File: config.mk
export PLATFORM = sky130hd
export DESIGN_NAME = extended_byte_op_datapath
export DESIGN_NICKNAME = d
export VERILOG_FILES = /design/src/rtl/ext_byte_op_pkg.sv /design/src/rtl/byte_rotator.sv /design/src/rtl/byte_subtractor.sv /design/src/rtl/extended_byte_op_datapath.sv
export SDC_FILE = /design/constraint.sdc
export NUM_CORES = 1
export LEC_CHECK = 0
export ABC_CLOCK_PERIOD_IN_PS = 4240
export BUFFER_PORTS_ARGS = -buffer_cell sky130_fd_sc_hd__buf_2
export CORE_MARGIN = 5
export CORE_UTILIZATION = 54
export DETAILED_ROUTE_END_ITERATION = 7
export GPL_TIMING_DRIVEN = 0
export PLACE_DENSITY_LB_ADDON = 0.1
export SETUP_SLACK_MARGIN = 0.3
export SYNTH_ARGS = -nofsm -noshare
export SYNTH_HDL_FRONTEND = slang
export SYNTH_SLANG_ARGS = --single-unit
File: constraint.sdc
create_clock -name clk -period 4.24 [get_ports clk]
set_input_delay 0 -clock clk [delete_from_list [all_inputs] [get_ports clk]]
set_output_delay 0 -clock clk [all_outputs]
set_load 0.1 [all_outputs]
File: src/rtl/ext_byte_op_pkg.sv
package ext_byte_op_pkg;

  // ****************************************
  // Widths and constants
  // ****************************************
  localparam int DATA_W   = 8;
  localparam int ADDR_W   = 12;
  localparam int BIT_W    = 3;
  localparam int NIBBLE_W = 4;

  localparam logic [DATA_W-1:0] BYTE_ALL_ONES = 8'hff;
  localparam logic [DATA_W-1:0] BYTE_ZERO     = 8'h00;
  localparam logic [DATA_W-1:0] BYTE_ONE      = 8'h01;
  localparam logic [ADDR_W-1:0] ADDR_RESET    = 12'h000;

  // ****************************************
  // Types
  // ****************************************
  typedef enum logic [4:0] {
    OP_ROTATE_LEFT_MEM          = 5'h00,
    OP_ROTATE_LEFT_TO_ACC       = 5'h01,
    OP_ROTATE_LEFT_CARRY_MEM    = 5'h02,
    OP_ROTATE_LEFT_CARRY_TO_ACC = 5'h03,
    OP_ROTATE_RIGHT_MEM         = 5'h04,
    OP_ROTATE_RIGHT_TO_ACC      = 5'h05,
    OP_ROTATE_RIGHT_CARRY_MEM   = 5'h06,
    OP_ROTATE_RIGHT_CARRY_TO_ACC = 5'h07,
    OP_SUBTRACT_BORROW_TO_ACC   = 5'h08,
    OP_SUBTRACT_BORROW_TO_MEM   = 5'h09,
    OP_SUBTRACT_TO_ACC          = 5'h0a,
    OP_SUBTRACT_TO_MEM          = 5'h0b,
    OP_DECREMENT_SKIP_ZERO      = 5'h0c,
    OP_DECREMENT_SKIP_ZERO_TO_ACC = 5'h0d,
    OP_INCREMENT_SKIP_ZERO      = 5'h0e,
    OP_INCREMENT_SKIP_ZERO_TO_ACC = 5'h0f,
    OP_SET_BYTE                 = 5'h10,
    OP_SET_BIT                  = 5'h11,
    OP_SKIP_IF_NONZERO_BYTE     = 5'h12,
    OP_SKIP_IF_NONZERO_BIT      = 5'h13,
    OP_NIBBLE_SWAP_MEM          = 5'h14,
    OP_NIBBLE_SWAP_TO_ACC       = 5'h15
  } op_t;

  typedef struct packed {
    logic ov;
    logic z;
    logic ac;
    logic c;
    logic sc;
    logic cz;
  } flags_t;

  typedef struct packed {
    op_t              op;
    logic [ADDR_W-1:0] addr;
    logic [BIT_W-1:0]  bit_sel;
  } request_t;

  typedef enum logic [1:0] {
    ST_IDLE  = 2'b00,
    ST_FETCH = 2'b01,
    ST_EXEC  = 2'b10,
    ST_DUMMY = 2'b11
  } state_t;

  localparam flags_t   FLAGS_RESET   = '0;
  localparam request_t REQUEST_RESET = '0;

endpackage

File: src/rtl/byte_rotator.sv
`timescale 1ns/1ps
module byte_rotator
  import ext_byte_op_pkg::*;
(
  input  wire logic [DATA_W-1:0] operand,
  input  wire logic              carry_in,
  input  wire logic              dir_right,
  input  wire logic              through_carry,
  output logic      [DATA_W-1:0] result,
  output logic                   carry_out
);

  // ****************************************
  // One-place rotate, plain or through carry
  // ****************************************
  logic fill_left;
  logic fill_right;

  always_comb begin
    fill_left  = through_carry ? carry_in : operand[DATA_W-1];
    fill_right = through_carry ? carry_in : operand[0];
    if (dir_right) begin
      result    = {fill_right, operand[DATA_W-1:1]};
      carry_out = operand[0];
    end else begin
      result    = {operand[DATA_W-2:0], fill_left};
      carry_out = operand[DATA_W-1];
    end
  end

endmodule

File: src/rtl/byte_subtractor.sv
`timescale 1ns/1ps
module byte_subtractor
  import ext_byte_op_pkg::*;
(
  input  wire logic [DATA_W-1:0] minuend,
  input  wire logic [DATA_W-1:0] subtrahend,
  input  wire logic              use_borrow,
  input  wire flags_t            flags_in,
  output logic      [DATA_W-1:0] diff,
  output flags_t                 flags_out
);

  // ****************************************
  // Difference and flags
  // ****************************************
  logic            borrow;
  logic [DATA_W:0] wide;
  logic [NIBBLE_W:0] low;

  always_comb begin
    borrow = use_borrow & ~flags_in.c;
    wide   = {1'b0, minuend} - {1'b0, subtrahend}
             - {{DATA_W{1'b0}}, borrow};
    low    = {1'b0, minuend[NIBBLE_W-1:0]}
             - {1'b0, subtrahend[NIBBLE_W-1:0]}
             - {{NIBBLE_W{1'b0}}, borrow};
    diff   = wide[DATA_W-1:0];
    flags_out.c  = ~wide[DATA_W];
    flags_out.ac = ~low[NIBBLE_W];
    flags_out.z  = (wide[DATA_W-1:0] == BYTE_ZERO);
    flags_out.ov = (minuend[DATA_W-1] ^ subtrahend[DATA_W-1])
                   & (minuend[DATA_W-1] ^ wide[DATA_W-1]);
    flags_out.sc = flags_out.ov ^ wide[DATA_W-1];
    // Chained zero for multi-byte subtracts
    flags_out.cz = use_borrow ? (flags_out.z & flags_in.cz)
                              : flags_out.z;
  end

endmodule

File: src/rtl/extended_byte_op_datapath.sv
// Notes on behaviour
// - Operand address is full width, reaching any data memory section.
// - Rotate left moves bit 7 into bit 0, flags unchanged.
// - Accumulator rotate variants write accumulator (and carry when through carry), memory untouched.
// - Rotate left through carry: carry into bit 0, bit 7 into carry.
// - Rotate right moves bit 0 into bit 7, flags unchanged.
// - Rotate right through carry: carry into bit 7, bit 0 into carry.
// - Borrow subtract is accumulator minus operand minus inverted carry.
// - Subtraction clears carry on negative result, sets it otherwise.
// - Subtracts set overflow, zero, aux, carry, compare, chain-zero flags.
// - Plain subtract uses no borrow; accumulator form writes accumulator.
// - Memory subtract forms write the difference back to memory.
// - Decrement-skip writes memory byte less one, skips on zero, no flags.
// - Increment-skip writes memory byte plus one, skips on zero, no flags.
// - Accumulator step-and-skip forms write accumulator and test it.
// - A taken skip adds one dummy cycle, three cycles in total.
// - Byte set writes all ones to memory, flags unchanged.
// - Bit set forces only the selected bit high, no flags.
// - Bit skip-if-nonzero skips when the selected bit is one.
// - Byte skip-if-nonzero skips when the whole byte is nonzero.
// - Nibble swap exchanges byte halves, no flags.
//
// Implementation choices: the strobed register port.
`timescale 1ns/1ps
module extended_byte_op_datapath
  import ext_byte_op_pkg::*;
(
  input  wire logic              clk,
  input  wire logic              rst_n,
  input  wire logic              start,
  input  wire request_t          request,
  input  wire logic [DATA_W-1:0] accumulator_in,
  input  wire flags_t            flags_in,
  input  wire logic [DATA_W-1:0] mem_rd_data,
  output logic                   busy,
  output logic                   mem_rd_en,
  output logic      [ADDR_W-1:0] mem_addr,
  output logic                   mem_wr_en,
  output logic      [DATA_W-1:0] mem_wr_data,
  output logic                   acc_wr_en,
  output logic      [DATA_W-1:0] acc_wr_data,
  output logic                   flags_wr_en,
  output flags_t                 flags_wr,
  output logic                   skip_next,
  output logic                   dummy_slot,
  output logic                   done
);
  default disable iff (!rst_n);

  // ****************************************
  // Captured request
  // ****************************************
  state_t            state;
  state_t            next_state;
  request_t          req_q;
  logic [DATA_W-1:0] acc_q;
  flags_t            flags_q;
  logic [DATA_W-1:0] operand_q;

  always_ff @(posedge clk) begin
    if (!rst_n) begin
      req_q   <= REQUEST_RESET;
      acc_q   <= BYTE_ZERO;
      flags_q <= FLAGS_RESET;
    end else if (start && state == ST_IDLE) begin
      req_q   <= request;
      acc_q   <= accumulator_in;
      flags_q <= flags_in;
    end
  end

  // Operand as seen in the execute cycle, kept for checking
  always_ff @(posedge clk) begin
    if (!rst_n) begin
      operand_q <= BYTE_ZERO;
    end else if (state == ST_EXEC) begin
      operand_q <= mem_rd_data;
    end
  end

  // ****************************************
  // Sequencer
  // ****************************************
  logic next_skip;

  always_comb begin
    case (state)
      ST_IDLE:  next_state = start ? ST_FETCH : ST_IDLE;
      ST_FETCH: next_state = ST_EXEC;
      ST_EXEC:  next_state = next_skip ? ST_DUMMY : ST_IDLE;
      ST_DUMMY: next_state = ST_IDLE;
      default:  next_state = ST_IDLE;
    endcase
  end

  always_ff @(posedge clk) begin
    if (!rst_n) begin
      state <= ST_IDLE;
    end else begin
      state <= next_state;
    end
  end

  // ****************************************
  // Arithmetic units
  // ****************************************
  logic              rot_right;
  logic              rot_carry;
  logic [DATA_W-1:0] rot_result;
  logic              rot_carry_out;
  logic              sub_borrow;
  logic [DATA_W-1:0] sub_diff;
  flags_t            sub_flags;

  always_comb begin
    rot_right  = (req_q.op == OP_ROTATE_RIGHT_MEM)
               | (req_q.op == OP_ROTATE_RIGHT_TO_ACC)
               | (req_q.op == OP_ROTATE_RIGHT_CARRY_MEM)
               | (req_q.op == OP_ROTATE_RIGHT_CARRY_TO_ACC);
    rot_carry  = (req_q.op == OP_ROTATE_LEFT_CARRY_MEM)
               | (req_q.op == OP_ROTATE_LEFT_CARRY_TO_ACC)
               | (req_q.op == OP_ROTATE_RIGHT_CARRY_MEM)
               | (req_q.op == OP_ROTATE_RIGHT_CARRY_TO_ACC);
    sub_borrow = (req_q.op == OP_SUBTRACT_BORROW_TO_ACC)
               | (req_q.op == OP_SUBTRACT_BORROW_TO_MEM);
  end

  byte_rotator u_rotator (
    .operand       (mem_rd_data),
    .carry_in      (flags_q.c),
    .dir_right     (rot_right),
    .through_carry (rot_carry),
    .result        (rot_result),
    .carry_out     (rot_carry_out)
  );

  byte_subtractor u_subtractor (
    .minuend    (acc_q),
    .subtrahend (mem_rd_data),
    .use_borrow (sub_borrow),
    .flags_in   (flags_q),
    .diff       (sub_diff),
    .flags_out  (sub_flags)
  );

  // ****************************************
  // Result selection
  // ****************************************
  // Eight-bit datapath throughout
  logic [DATA_W-1:0] next_result;
  logic              next_to_mem;
  logic              next_to_acc;
  logic              next_flags_en;
  flags_t            next_flags;

  always_comb begin
    next_result   = BYTE_ZERO;
    next_to_mem   = 1'b0;
    next_to_acc   = 1'b0;
    next_flags_en = 1'b0;
    next_flags    = flags_q;
    next_skip     = 1'b0;
    case (req_q.op)
      OP_ROTATE_LEFT_MEM, OP_ROTATE_RIGHT_MEM: begin
        next_result = rot_result;
        next_to_mem = 1'b1;
      end
      OP_ROTATE_LEFT_TO_ACC, OP_ROTATE_RIGHT_TO_ACC: begin
        next_result = rot_result;
        next_to_acc = 1'b1;
      end
      OP_ROTATE_LEFT_CARRY_MEM, OP_ROTATE_RIGHT_CARRY_MEM: begin
        next_result   = rot_result;
        next_to_mem   = 1'b1;
        next_flags_en = 1'b1;
        next_flags.c  = rot_carry_out;
      end
      OP_ROTATE_LEFT_CARRY_TO_ACC, OP_ROTATE_RIGHT_CARRY_TO_ACC: begin
        next_result   = rot_result;
        next_to_acc   = 1'b1;
        next_flags_en = 1'b1;
        next_flags.c  = rot_carry_out;
      end
      OP_SUBTRACT_BORROW_TO_ACC, OP_SUBTRACT_TO_ACC: begin
        next_result   = sub_diff;
        next_to_acc   = 1'b1;
        next_flags_en = 1'b1;
        next_flags    = sub_flags;
      end
      OP_SUBTRACT_BORROW_TO_MEM, OP_SUBTRACT_TO_MEM: begin
        next_result   = sub_diff;
        next_to_mem   = 1'b1;
        next_flags_en = 1'b1;
        next_flags    = sub_flags;
      end
      OP_DECREMENT_SKIP_ZERO: begin
        next_result = mem_rd_data - BYTE_ONE;
        next_to_mem = 1'b1;
        next_skip   = (next_result == BYTE_ZERO);
      end
      OP_DECREMENT_SKIP_ZERO_TO_ACC: begin
        next_result = mem_rd_data - BYTE_ONE;
        next_to_acc = 1'b1;
        next_skip   = (next_result == BYTE_ZERO);
      end
      OP_INCREMENT_SKIP_ZERO: begin
        next_result = mem_rd_data + BYTE_ONE;
        next_to_mem = 1'b1;
        next_skip   = (next_result == BYTE_ZERO);
      end
      OP_INCREMENT_SKIP_ZERO_TO_ACC: begin
        next_result = mem_rd_data + BYTE_ONE;
        next_to_acc = 1'b1;
        next_skip   = (next_result == BYTE_ZERO);
      end
      OP_SET_BYTE: begin
        next_result = BYTE_ALL_ONES;
        next_to_mem = 1'b1;
      end
      OP_SET_BIT: begin
        next_result = mem_rd_data | (BYTE_ONE << req_q.bit_sel);
        next_to_mem = 1'b1;
      end
      OP_SKIP_IF_NONZERO_BYTE: begin
        next_skip = (mem_rd_data != BYTE_ZERO);
      end
      OP_SKIP_IF_NONZERO_BIT: begin
        next_skip = mem_rd_data[req_q.bit_sel];
      end
      OP_NIBBLE_SWAP_MEM: begin
        next_result = {mem_rd_data[NIBBLE_W-1:0],
                       mem_rd_data[DATA_W-1:NIBBLE_W]};
        next_to_mem = 1'b1;
      end
      OP_NIBBLE_SWAP_TO_ACC: begin
        next_result = {mem_rd_data[NIBBLE_W-1:0],
                       mem_rd_data[DATA_W-1:NIBBLE_W]};
        next_to_acc = 1'b1;
      end
      default: begin
        next_result = BYTE_ZERO;
      end
    endcase
    if (state != ST_EXEC) begin
      next_skip = 1'b0;
    end
  end

  // ****************************************
  // Memory port
  // ****************************************
  // Address held from start to write-back; no section bits to split
  always_ff @(posedge clk) begin
    if (!rst_n) begin
      mem_addr <= ADDR_RESET;
    end else if (start && state == ST_IDLE) begin
      mem_addr <= request.addr;
    end
  end

  always_ff @(posedge clk) begin
    if (!rst_n) begin
      mem_rd_en <= 1'b0;
    end else begin
      mem_rd_en <= start && state == ST_IDLE;
    end
  end

  always_ff @(posedge clk) begin
    if (!rst_n) begin
      mem_wr_en   <= 1'b0;
      mem_wr_data <= BYTE_ZERO;
    end else begin
      mem_wr_en   <= (state == ST_EXEC) && next_to_mem;
      mem_wr_data <= next_result;
    end
  end

  // ****************************************
  // Accumulator and flags
  // ****************************************
  always_ff @(posedge clk) begin
    if (!rst_n) begin
      acc_wr_en   <= 1'b0;
      acc_wr_data <= BYTE_ZERO;
    end else begin
      acc_wr_en   <= (state == ST_EXEC) && next_to_acc;
      acc_wr_data <= next_result;
    end
  end

  // Untouched flags are written back as captured, so a full-word write is safe
  always_ff @(posedge clk) begin
    if (!rst_n) begin
      flags_wr_en <= 1'b0;
      flags_wr    <= FLAGS_RESET;
    end else begin
      flags_wr_en <= (state == ST_EXEC) && next_flags_en;
      flags_wr    <= next_flags;
    end
  end

  // ****************************************
  // Completion and skip
  // ****************************************
  always_ff @(posedge clk) begin
    if (!rst_n) begin
      skip_next  <= 1'b0;
      dummy_slot <= 1'b0;
      done       <= 1'b0;
      busy       <= 1'b0;
    end else begin
      skip_next  <= next_skip;
      dummy_slot <= (state == ST_DUMMY);
      done       <= (next_state == ST_IDLE) && (state != ST_IDLE);
      busy       <= (next_state != ST_IDLE);
    end
  end

  // ****************************************
  // Checks
  // ****************************************
  rotate_left_a: assert property (@(posedge clk)
    mem_wr_en && req_q.op == OP_ROTATE_LEFT_MEM |->
      mem_wr_data == {operand_q[DATA_W-2:0], operand_q[DATA_W-1]})
    else $error("rotate left result wrong");
  acc_rotate_a: assert property (@(posedge clk)
    $rose(acc_wr_en) && req_q.op inside {OP_ROTATE_LEFT_TO_ACC,
      OP_ROTATE_RIGHT_TO_ACC, OP_ROTATE_LEFT_CARRY_TO_ACC,
      OP_ROTATE_RIGHT_CARRY_TO_ACC} |-> !mem_wr_en)
    else $error("accumulator rotate wrote memory");
  carry_rotate_a: assert property (@(posedge clk)
    flags_wr_en && req_q.op == OP_ROTATE_RIGHT_CARRY_MEM |->
      flags_wr.c == operand_q[0]
      && mem_wr_data[DATA_W-1] == flags_q.c)
    else $error("rotate right through carry wrong");
  sub_carry_a: assert property (@(posedge clk)
    flags_wr_en && req_q.op == OP_SUBTRACT_TO_ACC |->
      flags_wr.c == (acc_q >= operand_q))
    else $error("subtract carry wrong");
  sub_mem_a: assert property (@(posedge clk)
    mem_wr_en && req_q.op == OP_SUBTRACT_BORROW_TO_MEM |->
      mem_wr_data == DATA_W'(acc_q - operand_q - {7'h00, ~flags_q.c})
      && !acc_wr_en)
    else $error("borrow subtract to memory wrong");
  dec_skip_a: assert property (@(posedge clk)
    mem_wr_en && req_q.op == OP_DECREMENT_SKIP_ZERO |->
      skip_next == (operand_q == BYTE_ONE) && !flags_wr_en)
    else $error("decrement skip wrong");
  skip_dummy_a: assert property (@(posedge clk)
    skip_next |-> !done ##1 (dummy_slot && done))
    else $error("skip dummy cycle missing");
  start_fetch_a: assert property (@(posedge clk)
    start && !busy |=> mem_rd_en && mem_addr == $past(request.addr)
      ##1 !mem_rd_en ##1 (done || skip_next))
    else $error("fetch timing wrong");
  set_bit_a: assert property (@(posedge clk)
    mem_wr_en && req_q.op == OP_SET_BIT |->
      mem_wr_data[req_q.bit_sel]
      && (mem_wr_data & ~(BYTE_ONE << req_q.bit_sel))
         == (operand_q & ~(BYTE_ONE << req_q.bit_sel)))
    else $error("bit set wrong");
  swap_a: assert property (@(posedge clk)
    mem_wr_en && req_q.op == OP_NIBBLE_SWAP_MEM |->
      mem_wr_data == {operand_q[NIBBLE_W-1:0], operand_q[DATA_W-1:NIBBLE_W]}
      && !flags_wr_en)
    else $error("nibble swap wrong");

endmodule

After elaboration in Yosys (flattened, before gate mapping) --
Cells that the tools add are included.
Word-level totals: register bits 58, output and inout bits 42, input port bits 45
Operators by class: order comparisons 1, shift operators 1, equal/unequal tests 25, mux-type cells 19, reduce and logical (&&, ||, !) cells 23, $add $sub $neg 6, bitwise logic cells 17
Operator list (number):
- case mux 8 bit (7 select lines) | 1
- == test 5 x 4 -> 1 bit (second input constant) | 8
- == test 5 bit (second input constant) | 6
- zero test 8 bit | 3
- == test 5 x 3 -> 1 bit (second input constant) | 4
- OR reduction 8 bit | 2
- OR reduction 11 bit | 1
- == test 5 x 2 -> 1 bit (second input constant) | 2
- two-way mux 1 bit | 10
- OR reduction 9 bit | 1
- subtractor 8 x 8 -> 9 bit | 1
- subtractor 9 x 1 -> 9 bit | 1
- adder 8 x 1 -> 8 bit (second input constant) | 1
- two-way mux 8 bit | 1
- bitwise OR 8 bit | 1
- case mux 2 bit (4 select lines) | 1
- nonzero test 8 bit | 1
- OR reduction 4 bit | 2
- << shifter 1 x 3 -> 8 bit (first input constant) | 1
- subtractor 8 x 1 -> 8 bit (second input constant) | 1
- bitwise OR 1 bit | 7
- OR reduction 2 bit | 3
- == test 5 x 1 -> 1 bit (second input constant) | 1
- logical AND 1 bit | 5
- other kinds (17) | 27

Depth between registers and ports, before layout --
Gate-level depths: netlist of the first run.
depth after elaboration 8, mapped depth 14, gate-level depth less buffers 12

Hierarchy --
Synthesis of the first run repeated with hierarchy kept, for this count alone.
Second synthesis, totals: cell total of the unflattened synthesis 475, area, all modules 3729.8 um^2
Modules (own cells, without submodules):
- extended_byte_op_datapath | times used 1, seq. area each 1161.1 um^2, cells each 379, area each 2964.1 um^2
- byte_subtractor | times used 1, seq. area each 0.0 um^2, cells each 82, area each 615.6 um^2
- byte_rotator | times used 1, seq. area each 0.0 um^2, cells each 14, area each 150.1 um^2

Worst setup path after synthesis of the first run --
Ideal clock, no wire load.
path kind reg-to-reg, start point register req_q[18] (netlist name), end point register acc_wr_data[6], arrival 3.522 ns, required time 4.126 ns, period minus slack after synthesis 3.636 ns, stages on the path, launching flop included 14, library setup time 0.114 ns, path slack 0.604 ns, cell sequence dfxtp_1 buf_2 inv_2 or3_1 clkbuf_1 or3_1 fa_1 fa_1 nand2b_4 a2111oi_4 o21ba_1 nor2_1 mux4_2 a2bb2o_4
Between the ends: longest elaborated chain between the ends 6
Ends and longest elaborated chain:
- start, declared | RTL line extended_byte_op_datapath.sv:55 | request_t req_q;
- start signal, assigned | RTL line extended_byte_op_datapath.sv:66 | req_q <= request;
- parallel branches: the longest is 5 deep, another holds subtractor 9 x 1 -> 9 bit
- case mux 8 bit (7 select lines) (*) | RTL line extended_byte_op_datapath.sv:163 | case (req_q.op)
- end signal, assigned | RTL line extended_byte_op_datapath.sv:288 | acc_wr_data <= next_result;
- end, declared | RTL line extended_byte_op_datapath.sv:41 | output logic [DATA_W-1:0] acc_wr_data,
Mark *: on every way between the ends. A chain may end at the register's enable or synchronous reset.

Final worst setup path of the first run --
Same ends and word-level chain as after synthesis.

==> impl_metrics.py, run 1 <==
metrics = {
    "status": {
        "status": "finished, final reports clean",
    },
    "critical_path": {
        "crit_end": "acc_wr_data[6]$_SDFF_PN0_",
        "worstSetupEndpointType": "flop",
        "worstPathRequired_ns": 4.47,
        "critPathMaxFanout": 9,
        "crit_start": "req_q[18]$_SDFFE_PN0P_",
        "critical-path-max-stage-delay_ns": 0.51,
        "arrival_ns": 4.02,
        "r2r_slack_ns": 0.45,
        "crit_path_cell_trace": "buf_4, inv_2, or3_1, clkbuf_2, or3_1, fa_2, fa_2, nand2b_4, a2111oi_4, o21ba_1, nor2_1, mux4_2, a2bb2o_4",
        "r2r_end": "acc_wr_data[6]$_SDFF_PN0_",
        "reg2reg_depth": 13,
        "path_class": "reg2reg",
        "cp_slowest_cell": "mux4_2",
        "r2r-start": "req_q[18]$_SDFFE_PN0P_",
        "start_kind": "flop",
    },
    "floorplan": {
        "fp.dieW_um": 92.2,
        "initial_core_util": 0.547,
        "coreArea_mm2": 0.00668,
        "io_pins": 87,
        "dieArea_mm2": 0.00851,
        "die_h_um": 92.2,
        "row_count": 30,
    },
    "power": {
        "peakVddDrop_uv": 321,
        "p_int_mw": 1.17,
        "p_seq_frac": 0.319,
        "p_clk_frac": 0.329,
        "p_sw_frac": 0.374,
        "power.density_mw_per_mm2": 392,
        "p_comb_frac": 0.352,
        "p_leak_nw": 2.07,
        "p_sw_uw": 701,
    },
    "synthesis": {
        "synth_common_cells": "nand2_1 (89), dfxtp_1 (58), a21oi_1 (46)",
        "synth.most_common_cell": "nand2_1",
        "async_flop_share": 0,
        "ys_seq_elements": 58,
        "syn_inst": 456,
        "yosysWarnings": 0,
        "syn_area_mm2": 0.00365,
        "syn-num-nets": 520,
        "synth_top_area_share": 0.318,
        "synth_top_cell_by_area": "dfxtp_1",
        "synthTopCellsByArea": "dfxtp_1 (32%), nand2_1 (9.1%), a21oi_1 (6.3%), ha_1 (5.8%), mux4_2 (3.1%)",
        "synth_edf_count": 0,
        "yosysUniqueCellTypes": 65,
        "yosysSeqAreaShare": 0.318,
        "synth_ff_type": "dfxtp_1",
        "syn_area_per_cell_um2": 8.01,
    },
    "timing": {
        "fin_skew_ns": 0.00996,
        "hold_slack_ns": 0.178,
        "fin_crit_sh": 0.894,
        "fin_crit_ns": 3.79,
        "worst_slack_ns": 0.451,
        "rsz0062_at_grt": "no",
        "tns_ns": 0,
        "setup_viol": 0,
        "report.final.slew_viol_count": 0,
        "tightest_slew_ns": 0.579,
        "max_freq_mhz": 264,
        "max-slew-margin-rel": 0.612,
        "hold_viol_final": 0,
    },
    "routing": {
        "vias_per_cell": 5.55,
        "wl_mm": 11.0,
        "met1_length_mm": 4.41,
        "route.vias.total": 3744,
        "top_layer": "met4",
        "wl_per_cell_um": 16.3,
        "drtIter0Drc": 271,
        "ant_nets": 0,
        "dr.pass1.iters": 5,
        "wl_met2_mm": 5.51,
        "drc": 0,
        "met3_length_um": 822,
    },
    "cts": {
        "cts_inserted_buffers": 9,
        "post_cts_buffers": 0,
        "clk_path_buf_depth": 2,
        "path_clk_slew_ns": 0.07,
        "h-tree-depth": 3,
        "worstSkewPairLatency_ns": 0.34,
        "tritoncts": "yes",
        "cts_sinks": 58,
        "cts_root_buf": "clkbuf_8",
    },
    "global_route": {
        "grt_pass1_wl_mm": 17.8,
        "grt_pass1_vias": 3602,
        "grt_max_degree": 11,
        "grt_usage": 0.264,
        "grt.overflow.total": 0,
        "antenna_found_initial": 0,
    },
    "place": {
        "gp_congestion": 0.945,
        "place_ws_ns": 0.227,
        "dp_hpwl_mm": 7.72,
        "port_buffers": 86,
        "dp.cells": 622,
    },
    "layout": {
        "ff_latch_area_mm2": 0.00116,
        "diodes": 0,
        "final_nets": 653,
        "multiInputGateArea_mm2": 0.00218,
        "syn_to_final_growth_pct": 31.0,
        "fillers": 539,
        "final_util": 0.716,
        "drive_above_1_share": 0.244,
        "instances_no_fill": 674,
    },
    "run": {
        "cap_viol_max_count": 0,
    },
    "hold_path": {
        "hold_path.class": "in2reg",
    },
}
[per-layer routing]
metal | up-vias | global-route usage
met2 | 164 | 0.468
met3 | 22 | 0.0623
met5 | - | 0
met1 | 1722 | 0.314
met4 | 0 | 0.0817
li1 | 1836 | -
[worst min-delay path by stage]
stage,depth (start not counted),from,endpoint
3_5_place_dp,3,request[5],mem_addr[2]$_SDFFE_PN0P_
2_1_floorplan,1,rst_n,flags_wr[4]$_SDFF_PN0_
5_1_grt,4,mem_rd_data[7],flags_wr[2]$_SDFF_PN0_
6_report,5,mem_rd_data[7],flags_wr[5]$_SDFF_PN0_
4_1_cts,5,mem_rd_data[7],flags_wr[5]$_SDFF_PN0_
3_3_place_gp,3,request[8],mem_addr[5]$_SDFFE_PN0P_
[metrics by stage]
| step | power, mW | instance area (µm²) |
|---|---|---|
| 4_1_cts | 1.88 | 4780 |
| 2_1_floorplan | 1.11 | 3650 |
| 3_3_place_gp | 1.23 | 4180 |
| 3_5_place_dp | 1.23 | 4180 |
| 5_1_grt | 1.95 | 4790 |
| 6_report | 1.87 | 4790 |
[power by group through the flow]
stage | Sequential (mW) | Clock (mW) | Combinational, mW
after floorplan | 0.763 | 0 | 0.343
after global placement | 0.609 | 0 | 0.619
after detailed placement | 0.610 | 0 | 0.624
after CTS | 0.598 | 0.627 | 0.652
after global routing | 0.602 | 0.652 | 0.700
final | 0.598 | 0.616 | 0.659
[flip-flops by register name, summed over array words and instances (netlist names), 2 cells and up]
signal	count
state	2
acc_q	8
acc_wr_data	8
flags_q	6
mem_addr	12
flags_wr	6
req_q	8
[timing repair]
action / 4_1_cts / 5_1_grt
setup endpoints to repair: 1 / 1
pin swaps: 0 / 0
hold buffers: 36 / 0
endpoints found under the hold margin: 37 / 0
resized for setup: 2 / 2
[cells by family (layout without fill, tap and decap cells)]
group / Yosys count / in the layout / share of synthesized area
buffers and inverters: 70 / 208 / 0.0867
AOI/OAI and AO/OA: 112 / 112 / 0.218
and+or+nand+nor: 168 / 168 / 0.213
xor gates and xnor gates: 18 / 18 / 0.0469
DFF: 58 / 58 / 0.318
adders and majority gates: 19 / 19 / 0.0692
muxes: 11 / 11 / 0.0483
[placed cells by master (no fill, tap or decap), types with 5 or more instances in the layout]
cell type       n
a21oi_1        46
ha_1           17
o211ai_1        8
a211oi_1        5
clkbuf_8        9
nor2b_1         5
nand2b_1        5
xnor2_1        11
nand3_1         8
nand2_1        89
nor3_1         10
clkbuf_1       24
mux4_2          5
xor2_1          6
dlygate4sd3_1  36
dfxtp_1        58
buf_4          10
buf_2          95
inv_1          25
o21ai_0        11
nor2_1         28
[critical path: cells and delay by family (launching register included)]
| kind | cells | cell delay (ns) |
|---|---|---|
| buf+inv | 3 | 0.44 |
| mux | 1 | 0.51 |
| compound gates | 3 | 0.78 |
| simple gates | 4 | 0.90 |
| fa+ha+maj | 2 | 0.75 |
| flops | 1 | 0.31 |
[final cells by class]
class | count | area share
plain buffers | 43 | 0.0458
clock buffers | 11 | 0.0275
clock inverters | 5 | 0.0214
inverters | 27 | 0.0212
multi-input cells | 328 | 0.455
flip-flops and latches | 58 | 0.243
well taps | 80 | 0.0209
repair buffers | 122 | 0.165
(Power assumes the default switching activity.)
==> inputs of run 2 (changes only) <==
--- a/config.mk
+++ b/config.mk
@@ -7,9 +7,12 @@
 export LEC_CHECK = 0
 export ABC_CLOCK_PERIOD_IN_PS = 4240
 export BUFFER_PORTS_ARGS = -buffer_cell sky130_fd_sc_hd__buf_2
+export CELL_PAD_IN_SITES_DETAIL_PLACEMENT = 1
+export CELL_PAD_IN_SITES_GLOBAL_PLACEMENT = 1
 export CORE_MARGIN = 5
-export CORE_UTILIZATION = 54
+export CORE_UTILIZATION = 39
 export DETAILED_ROUTE_END_ITERATION = 7
+export GPL_ROUTABILITY_DRIVEN = 0
 export GPL_TIMING_DRIVEN = 0
 export PLACE_DENSITY_LB_ADDON = 0.1
 export SETUP_SLACK_MARGIN = 0.3
==> run 2 against run 1 <==
Worst setup slack got worse by 0.058 ns. Clock-buffer cell count unchanged. Maximum frequency decreased by 1.5%. Wire length increased by 12%. Critical path depth unchanged. Global-route usage decreased by 4.5 points. Final cell count increased by 4.6%. Combinational power increased by 2%. Power decreased by 7.7%. Worst hold slack improved by 0.045 ns. Die area increased by 34%. Critical endpoint unchanged.
==> impl_metrics.py, run 2 (synthesis results as in run 1) <==
metrics = {
    "status": {
        "status": "finished, final reports clean",
    },
    "global_route": {
        "grt_pass1_vias": 3831,
        "use_met3": 0.0488,
        "antenna_found_initial": 0,
        "use_met1": 0.268,
        "grt_pass1_wl_mm": 19.7,
        "grt.overflow.total": 0,
        "grt_use_met2": 0.392,
        "grt_usage": 0.219,
        "grt_max_degree": 11,
        "busiest_layer": "met2",
    },
    "timing": {
        "max-slew-margin-rel": 0.601,
        "report.final.slew_viol_count": 0,
        "fin_crit_sh": 0.907,
        "max_freq_mhz": 260,
        "tightest_slew_ns": 0.584,
        "setup_viol": 0,
        "worst_slack_ns": 0.393,
        "fin_skew_ns": 0.00791,
        "fin_crit_ns": 3.85,
        "tns_ns": 0,
        "rsz0062_at_grt": "yes",
        "hold_viol_final": 0,
    },
    "routing": {
        "drc": 0,
        "vias_per_cell": 5.31,
        "route.vias.total": 3741,
        "dr.pass1.iters": 4,
        "drtIter0Drc": 165,
        "wl_mm": 12.3,
        "wl_per_cell_um": 17.5,
        "ant_nets": 0,
    },
    "layout": {
        "final_nets": 653,
        "final_common_cell": "buf_2",
        "drive_above_1_share": 0.249,
        "mostFrequentLayoutCells": "buf_2 (95), nand2_1 (89), dfxtp_1 (58)",
        "largest-register": "mem_addr",
        "fillers": 1149,
        "ff_latch_area_mm2": 0.00116,
        "largest_reg_flops": 12,
        "syn_to_final_growth_pct": 30.8,
        "diodes": 0,
        "multiInputGateArea_mm2": 0.00219,
    },
    "hold_path": {
        "whs_path_depth": 4,
        "hold_path.class": "in2reg",
        "hp-start": "mem_rd_data[7]",
    },
    "critical_path": {
        "cp_slowest_cell": "mux4_2",
        "path_class": "reg2reg",
        "reg2reg_depth": 13,
        "cp.depth": 13,
        "arrival_ns": 4.08,
        "r2r-start": "req_q[18]$_SDFFE_PN0P_",
        "crit_path_cell_trace": "buf_4, inv_2, or3_1, clkbuf_2, or3_1, fa_2, fa_2, nand2b_4, a2111oi_4, o21ba_1, nor2_1, mux4_2, a2bb2o_4",
        "critical-path-max-stage-delay_ns": 0.51,
        "start_kind": "flop",
        "path_delay_family": "simple AND/OR/NAND/NOR gates",
        "crit_start": "req_q[18]$_SDFFE_PN0P_",
        "path_buf_inv": 3,
        "worstSetupEndpointType": "flop",
        "worstPathRequired_ns": 4.47,
        "critPathMaxFanout": 9,
    },
    "floorplan": {
        "fp.dieW_um": 107,
        "die_h_um": 107,
        "initial_core_util": 0.397,
        "coreArea_mm2": 0.00920,
        "row_count": 35,
        "io_pins": 87,
        "dieArea_mm2": 0.0114,
    },
    "power": {
        "power.density_mw_per_mm2": 362,
        "p_leak_nw": 2.04,
        "peakVddDrop_uv": 231,
    },
    "place": {
        "port_buffers": 86,
        "place_ws_ns": 0.199,
        "dp_hpwl_mm": 9.03,
    },
    "cts": {
        "cts_root_buf": "clkbuf_8",
        "post_cts_buffers": 0,
        "tritoncts": "yes",
        "cts_sinks": 58,
        "worstSkewPairLatency_ns": 0.34,
        "clk_path_buf_depth": 2,
        "cts_inserted_buffers": 9,
        "h-tree-depth": 3,
        "path_clk_slew_ns": 0.07,
    },
    "run": {
        "cap_viol_max_count": 0,
    },
}
[run 2: cell count changes in the layout (fill, tap and decap cells not counted), sizes merged]
cell	previous run	this run
clkinv	2	4
bufinv	3	0
clkinvlp	1	2
[run 2: path summary, 6_finish.rpt]
kind,endpoint,slack (ns)
min reg2reg,mem_addr[1]$_SDFFE_PN0P_,0.46
max,acc_wr_data[6]$_SDFF_PN0_,0.39
max reg2reg,acc_wr_data[6]$_SDFF_PN0_,0.39
min,flags_wr[2]$_SDFF_PN0_,0.22
[run 2: repair_timing]
item	4_1_cts	5_1_grt
endpoints found under the setup margin	3	5
hold endpoints to repair	36	0
cloned	0	0
hold buffers	36	0
pin swaps	0	0
gates resized for setup	3	4
[run 2: layout make-up]
cell class                      count  share of cell area
Multi-Input combinational cell    328               0.459
Sequential cell                    58               0.243
Timing Repair Buffer              122               0.166
Buffer                             43              0.0458
Clock buffer                       11              0.0296
Tap cell                          111              0.0291
Inverter                           27              0.0212
Clock inverter                      5             0.00629
[run 2: stage by stage]
step / cell area [µm²] / hold slack, ns / cells / power (mW) / utilization
CTS: 4760 / 0.204 / 705 / 1.74 / 0.518
finish: 4780 / 0.223 / 705 / 1.73 / 0.519
detailed placement: 4220 / 0.248 / 653 / 1.25 / 0.459
global placement: 4220 / 0.240 / 653 / 1.23 / 0.459
global route: 4780 / 0.223 / 705 / 1.81 / 0.519
floorplan: 3650 / 0.118 / 456 / 1.11 / -
[run 2: worst register-to-register path: cells and delay by family, from the launching register on]
kind	cells	cell delay (ns)
mux	1	0.51
simple gates	4	0.94
flops	1	0.31
compound gates	3	0.78
fa+ha+maj	2	0.76
buf+inv	3	0.46
[run 2: per-layer routing]
layer / share of wire / routed length, µm
met1: 0.41 / 5040
met2: 0.51 / 6270
met3: 0.067 / 819
met4: 0.014 / 174
met5: 0 / 0
[run 2: power breakdown]
group | total, mW | leakage (nW) | switching, mW | internal (mW)
registers | 0.599 | 0.476 | 0.0185 | 0.580
logic | 0.675 | 1.48 | 0.470 | 0.205
clock network | 0.457 | 0.0851 | 0.232 | 0.225
==> inputs of run 3 (changes only) <==
--- a/config.mk
+++ b/config.mk
@@ -5,12 +5,13 @@
 export SDC_FILE = /design/constraint.sdc
 export NUM_CORES = 1
 export LEC_CHECK = 0
+export ABC_AREA = 1
 export ABC_CLOCK_PERIOD_IN_PS = 4240
 export BUFFER_PORTS_ARGS = -buffer_cell sky130_fd_sc_hd__buf_2
 export CELL_PAD_IN_SITES_DETAIL_PLACEMENT = 1
 export CELL_PAD_IN_SITES_GLOBAL_PLACEMENT = 1
 export CORE_MARGIN = 5
-export CORE_UTILIZATION = 39
+export CORE_UTILIZATION = 37
 export DETAILED_ROUTE_END_ITERATION = 7
 export GPL_ROUTABILITY_DRIVEN = 0
 export GPL_TIMING_DRIVEN = 0
==> run 3 against run 2 <==
First-iteration DRC count is 16% higher. Largest power group unchanged. Die area is 1.7% higher. Wire length increased by 5.1%. Design area fell by 2.6%. Power rose by 9.6%. Sequential share of layout area increased by 0.65 points. Worst hold slack lost 0.21 ns. Via count rose by 7.5%. Utilization down 1.8 points. Flip-flop and latch count is the same. Sequential power rose by 3%.
==> impl_metrics.py, run 3 <==
metrics = {
    "synthesis": {
        "synth_top_area_share": 0.329,
        "synth_common_cells": "nand2_1 (88), nor2_1 (79), o21ai_0 (62)",
        "synth.most_common_cell": "nand2_1",
        "syn_area_mm2": 0.00353,
        "syn-num-nets": 598,
        "synthTopCellsByArea": "dfxtp_1 (33%), nand2_1 (9.4%), o21ai_0 (8.8%), nor2_1 (8.4%), inv_1 (6.4%)",
        "synth_top_cell_by_area": "dfxtp_1",
        "syn_area_per_cell_um2": 6.61,
        "async_flop_share": 0,
        "syn_inst": 534,
        "yosysSeqAreaShare": 0.329,
        "synth_edf_count": 0,
        "yosysUniqueCellTypes": 37,
        "yosysWarnings": 0,
        "ys_seq_elements": 58,
        "synth_ff_type": "dfxtp_1",
    },
    "global_route": {
        "grt_pass1_wl_mm": 20.6,
        "antenna_found_initial": 0,
        "grt_max_degree": 11,
        "grt.overflow.total": 0,
        "grt_usage": 0.225,
        "grt_pass1_vias": 4149,
    },
    "critical_path": {
        "crit_path_cell_trace": "buf_2, inv_2, nand3_2, inv_1, nand3_1, fa_1, fa_1, inv_1, nand2_1, nand2_1, nand2_1, xor2_1, nand3_1, nor2_1, nand3_1, a21oi_1",
        "worstPathRequired_ns": 4.51,
        "worstSetupEndpointType": "flop",
        "critPathMaxFanout": 10,
        "arrival_ns": 3.54,
        "critical-path-max-stage-delay_ns": 0.47,
        "cp_slowest_cell": "fa_1",
        "r2r_slack_ns": 0.97,
        "start_kind": "flop",
        "path_class": "reg2reg",
    },
    "layout": {
        "final_common_cell": "buf_2",
        "drive_above_1_share": 0.206,
        "final_nets": 728,
        "syn_to_final_growth_pct": 31.7,
        "mostFrequentLayoutCells": "buf_2 (93), nand2_1 (88), nor2_1 (79)",
        "largest_reg_flops": 12,
        "largest-register": "mem_addr",
        "finalInstanceArea_mm2": 0.00465,
    },
    "hold_path": {
        "hold_path.class": "in2reg",
    },
    "cts": {
        "hold_buffers": 32,
        "cts_root_buf": "clkbuf_8",
        "cts_resized": 0,
        "cts_sinks": 58,
        "clk_path_buf_depth": 2,
        "post_cts_buffers": 0,
        "tritoncts": "yes",
        "worstSkewPairLatency_ns": 0.34,
        "h-tree-depth": 3,
        "cts_inserted_buffers": 9,
        "path_clk_slew_ns": 0.07,
    },
    "timing": {
        "tightest_slew_ns": 0.718,
        "worst_slack_ns": 0.966,
        "fin_skew_ns": 0.0119,
        "rsz0062_at_grt": "no",
        "setup_viol": 0,
        "fin_crit_sh": 0.772,
        "max_freq_mhz": 305,
        "fin_crit_ns": 3.27,
        "tns_ns": 0,
        "hold_viol_final": 0,
        "hold_slack_ns": 0.0121,
        "max-slew-margin-rel": 0.522,
        "report.final.slew_viol_count": 0,
    },
    "place": {
        "dp_hpwl_mm": 9.71,
        "postPlaceCellArea_mm2": 0.00412,
        "port_buffers": 86,
        "place_ws_ns": 0.932,
    },
    "floorplan": {
        "io_pins": 87,
        "coreArea_mm2": 0.00928,
        "fp.dieW_um": 108,
        "die_h_um": 108,
        "dieArea_mm2": 0.0116,
        "row_count": 35,
        "initial_core_util": 0.380,
    },
    "routing": {
        "dr.pass1.iters": 4,
        "drc": 0,
        "wl_per_cell_um": 16.2,
        "route.vias.total": 4022,
        "vias_per_cell": 5.03,
        "wl_mm": 12.9,
        "drtIter0Drc": 192,
        "ant_nets": 0,
    },
    "status": {
        "status": "finished, final reports clean",
    },
    "power": {
        "power.density_mw_per_mm2": 408,
        "peakVddDrop_uv": 193,
        "p_leak_nw": 2.29,
    },
    "run": {
        "cap_viol_max_count": 0,
    },
}
run 3: area by class of cell:
type	count	area, µm²
antenna	1	2.50
multi-input combinational	376	1950
clock inverter	5	53.8
inverter	73	274
clock buffer	11	141
sequential	58	1160
tap	129	161
fill	1267	4630
buffer	27	148
timing repair buffer	119	761
run 3: through the flow:
step                      utilization  total power, mW  cells
final                           0.501             1.90    799
after global routing            0.501             1.99    798
after CTS                       0.500             1.90    797
after detailed placement        0.444             1.37    749
after global placement          0.444             1.35    749
after floorplan                     -             1.20    534
run 3: worst max-delay path: cells and delay by family (launching register included):
kind	cells	cell delay [ns]
flops	1	0.30
fa+ha+maj	2	0.91
buf+inv	4	0.66
compound gates	1	0.16
simple gates	8	0.94
xor+xnor	1	0.24
run 3: report_power, final:
part,internal [mW],total [mW],switching [mW]
combinational,0.192,0.766,0.574
clock,0.286,0.515,0.230
sequential,0.592,0.616,0.0243
total,1.07,1.90,0.828
run 3: layer usage:
layer | GRT usage | vias to the layer above | wire length, µm
li1 | - | 1993 | -
met1 | 0.282 | 1916 | 5710
met2 | 0.394 | 93 | 6380
met3 | 0.0444 | 20 | 636
met4 | 0.0532 | 0 | 218
met5 | 0 | - | 0
run 3: logic make-up after synthesis:
group,share of synthesized area
simple gates,0.273
compound gates,0.185
buf+inv,0.119
flops,0.329
fa+ha+maj,0.0716
xor+xnor,0.0223
run 3: final timing paths:
check	endpoint	cells after the start	startpoint
worst max-delay path	flags_wr[4]$_SDFF_PN0_	16	req_q[17]$_SDFFE_PN0P_
worst min-delay path	acc_q[0]$_SDFFE_PN0P_	3	accumulator_in[0]
worst max register to register	flags_wr[4]$_SDFF_PN0_	16	req_q[17]$_SDFFE_PN0P_
worst min register to register	acc_q[5]$_SDFFE_PN0P_	2	acc_q[5]$_SDFFE_PN0P_
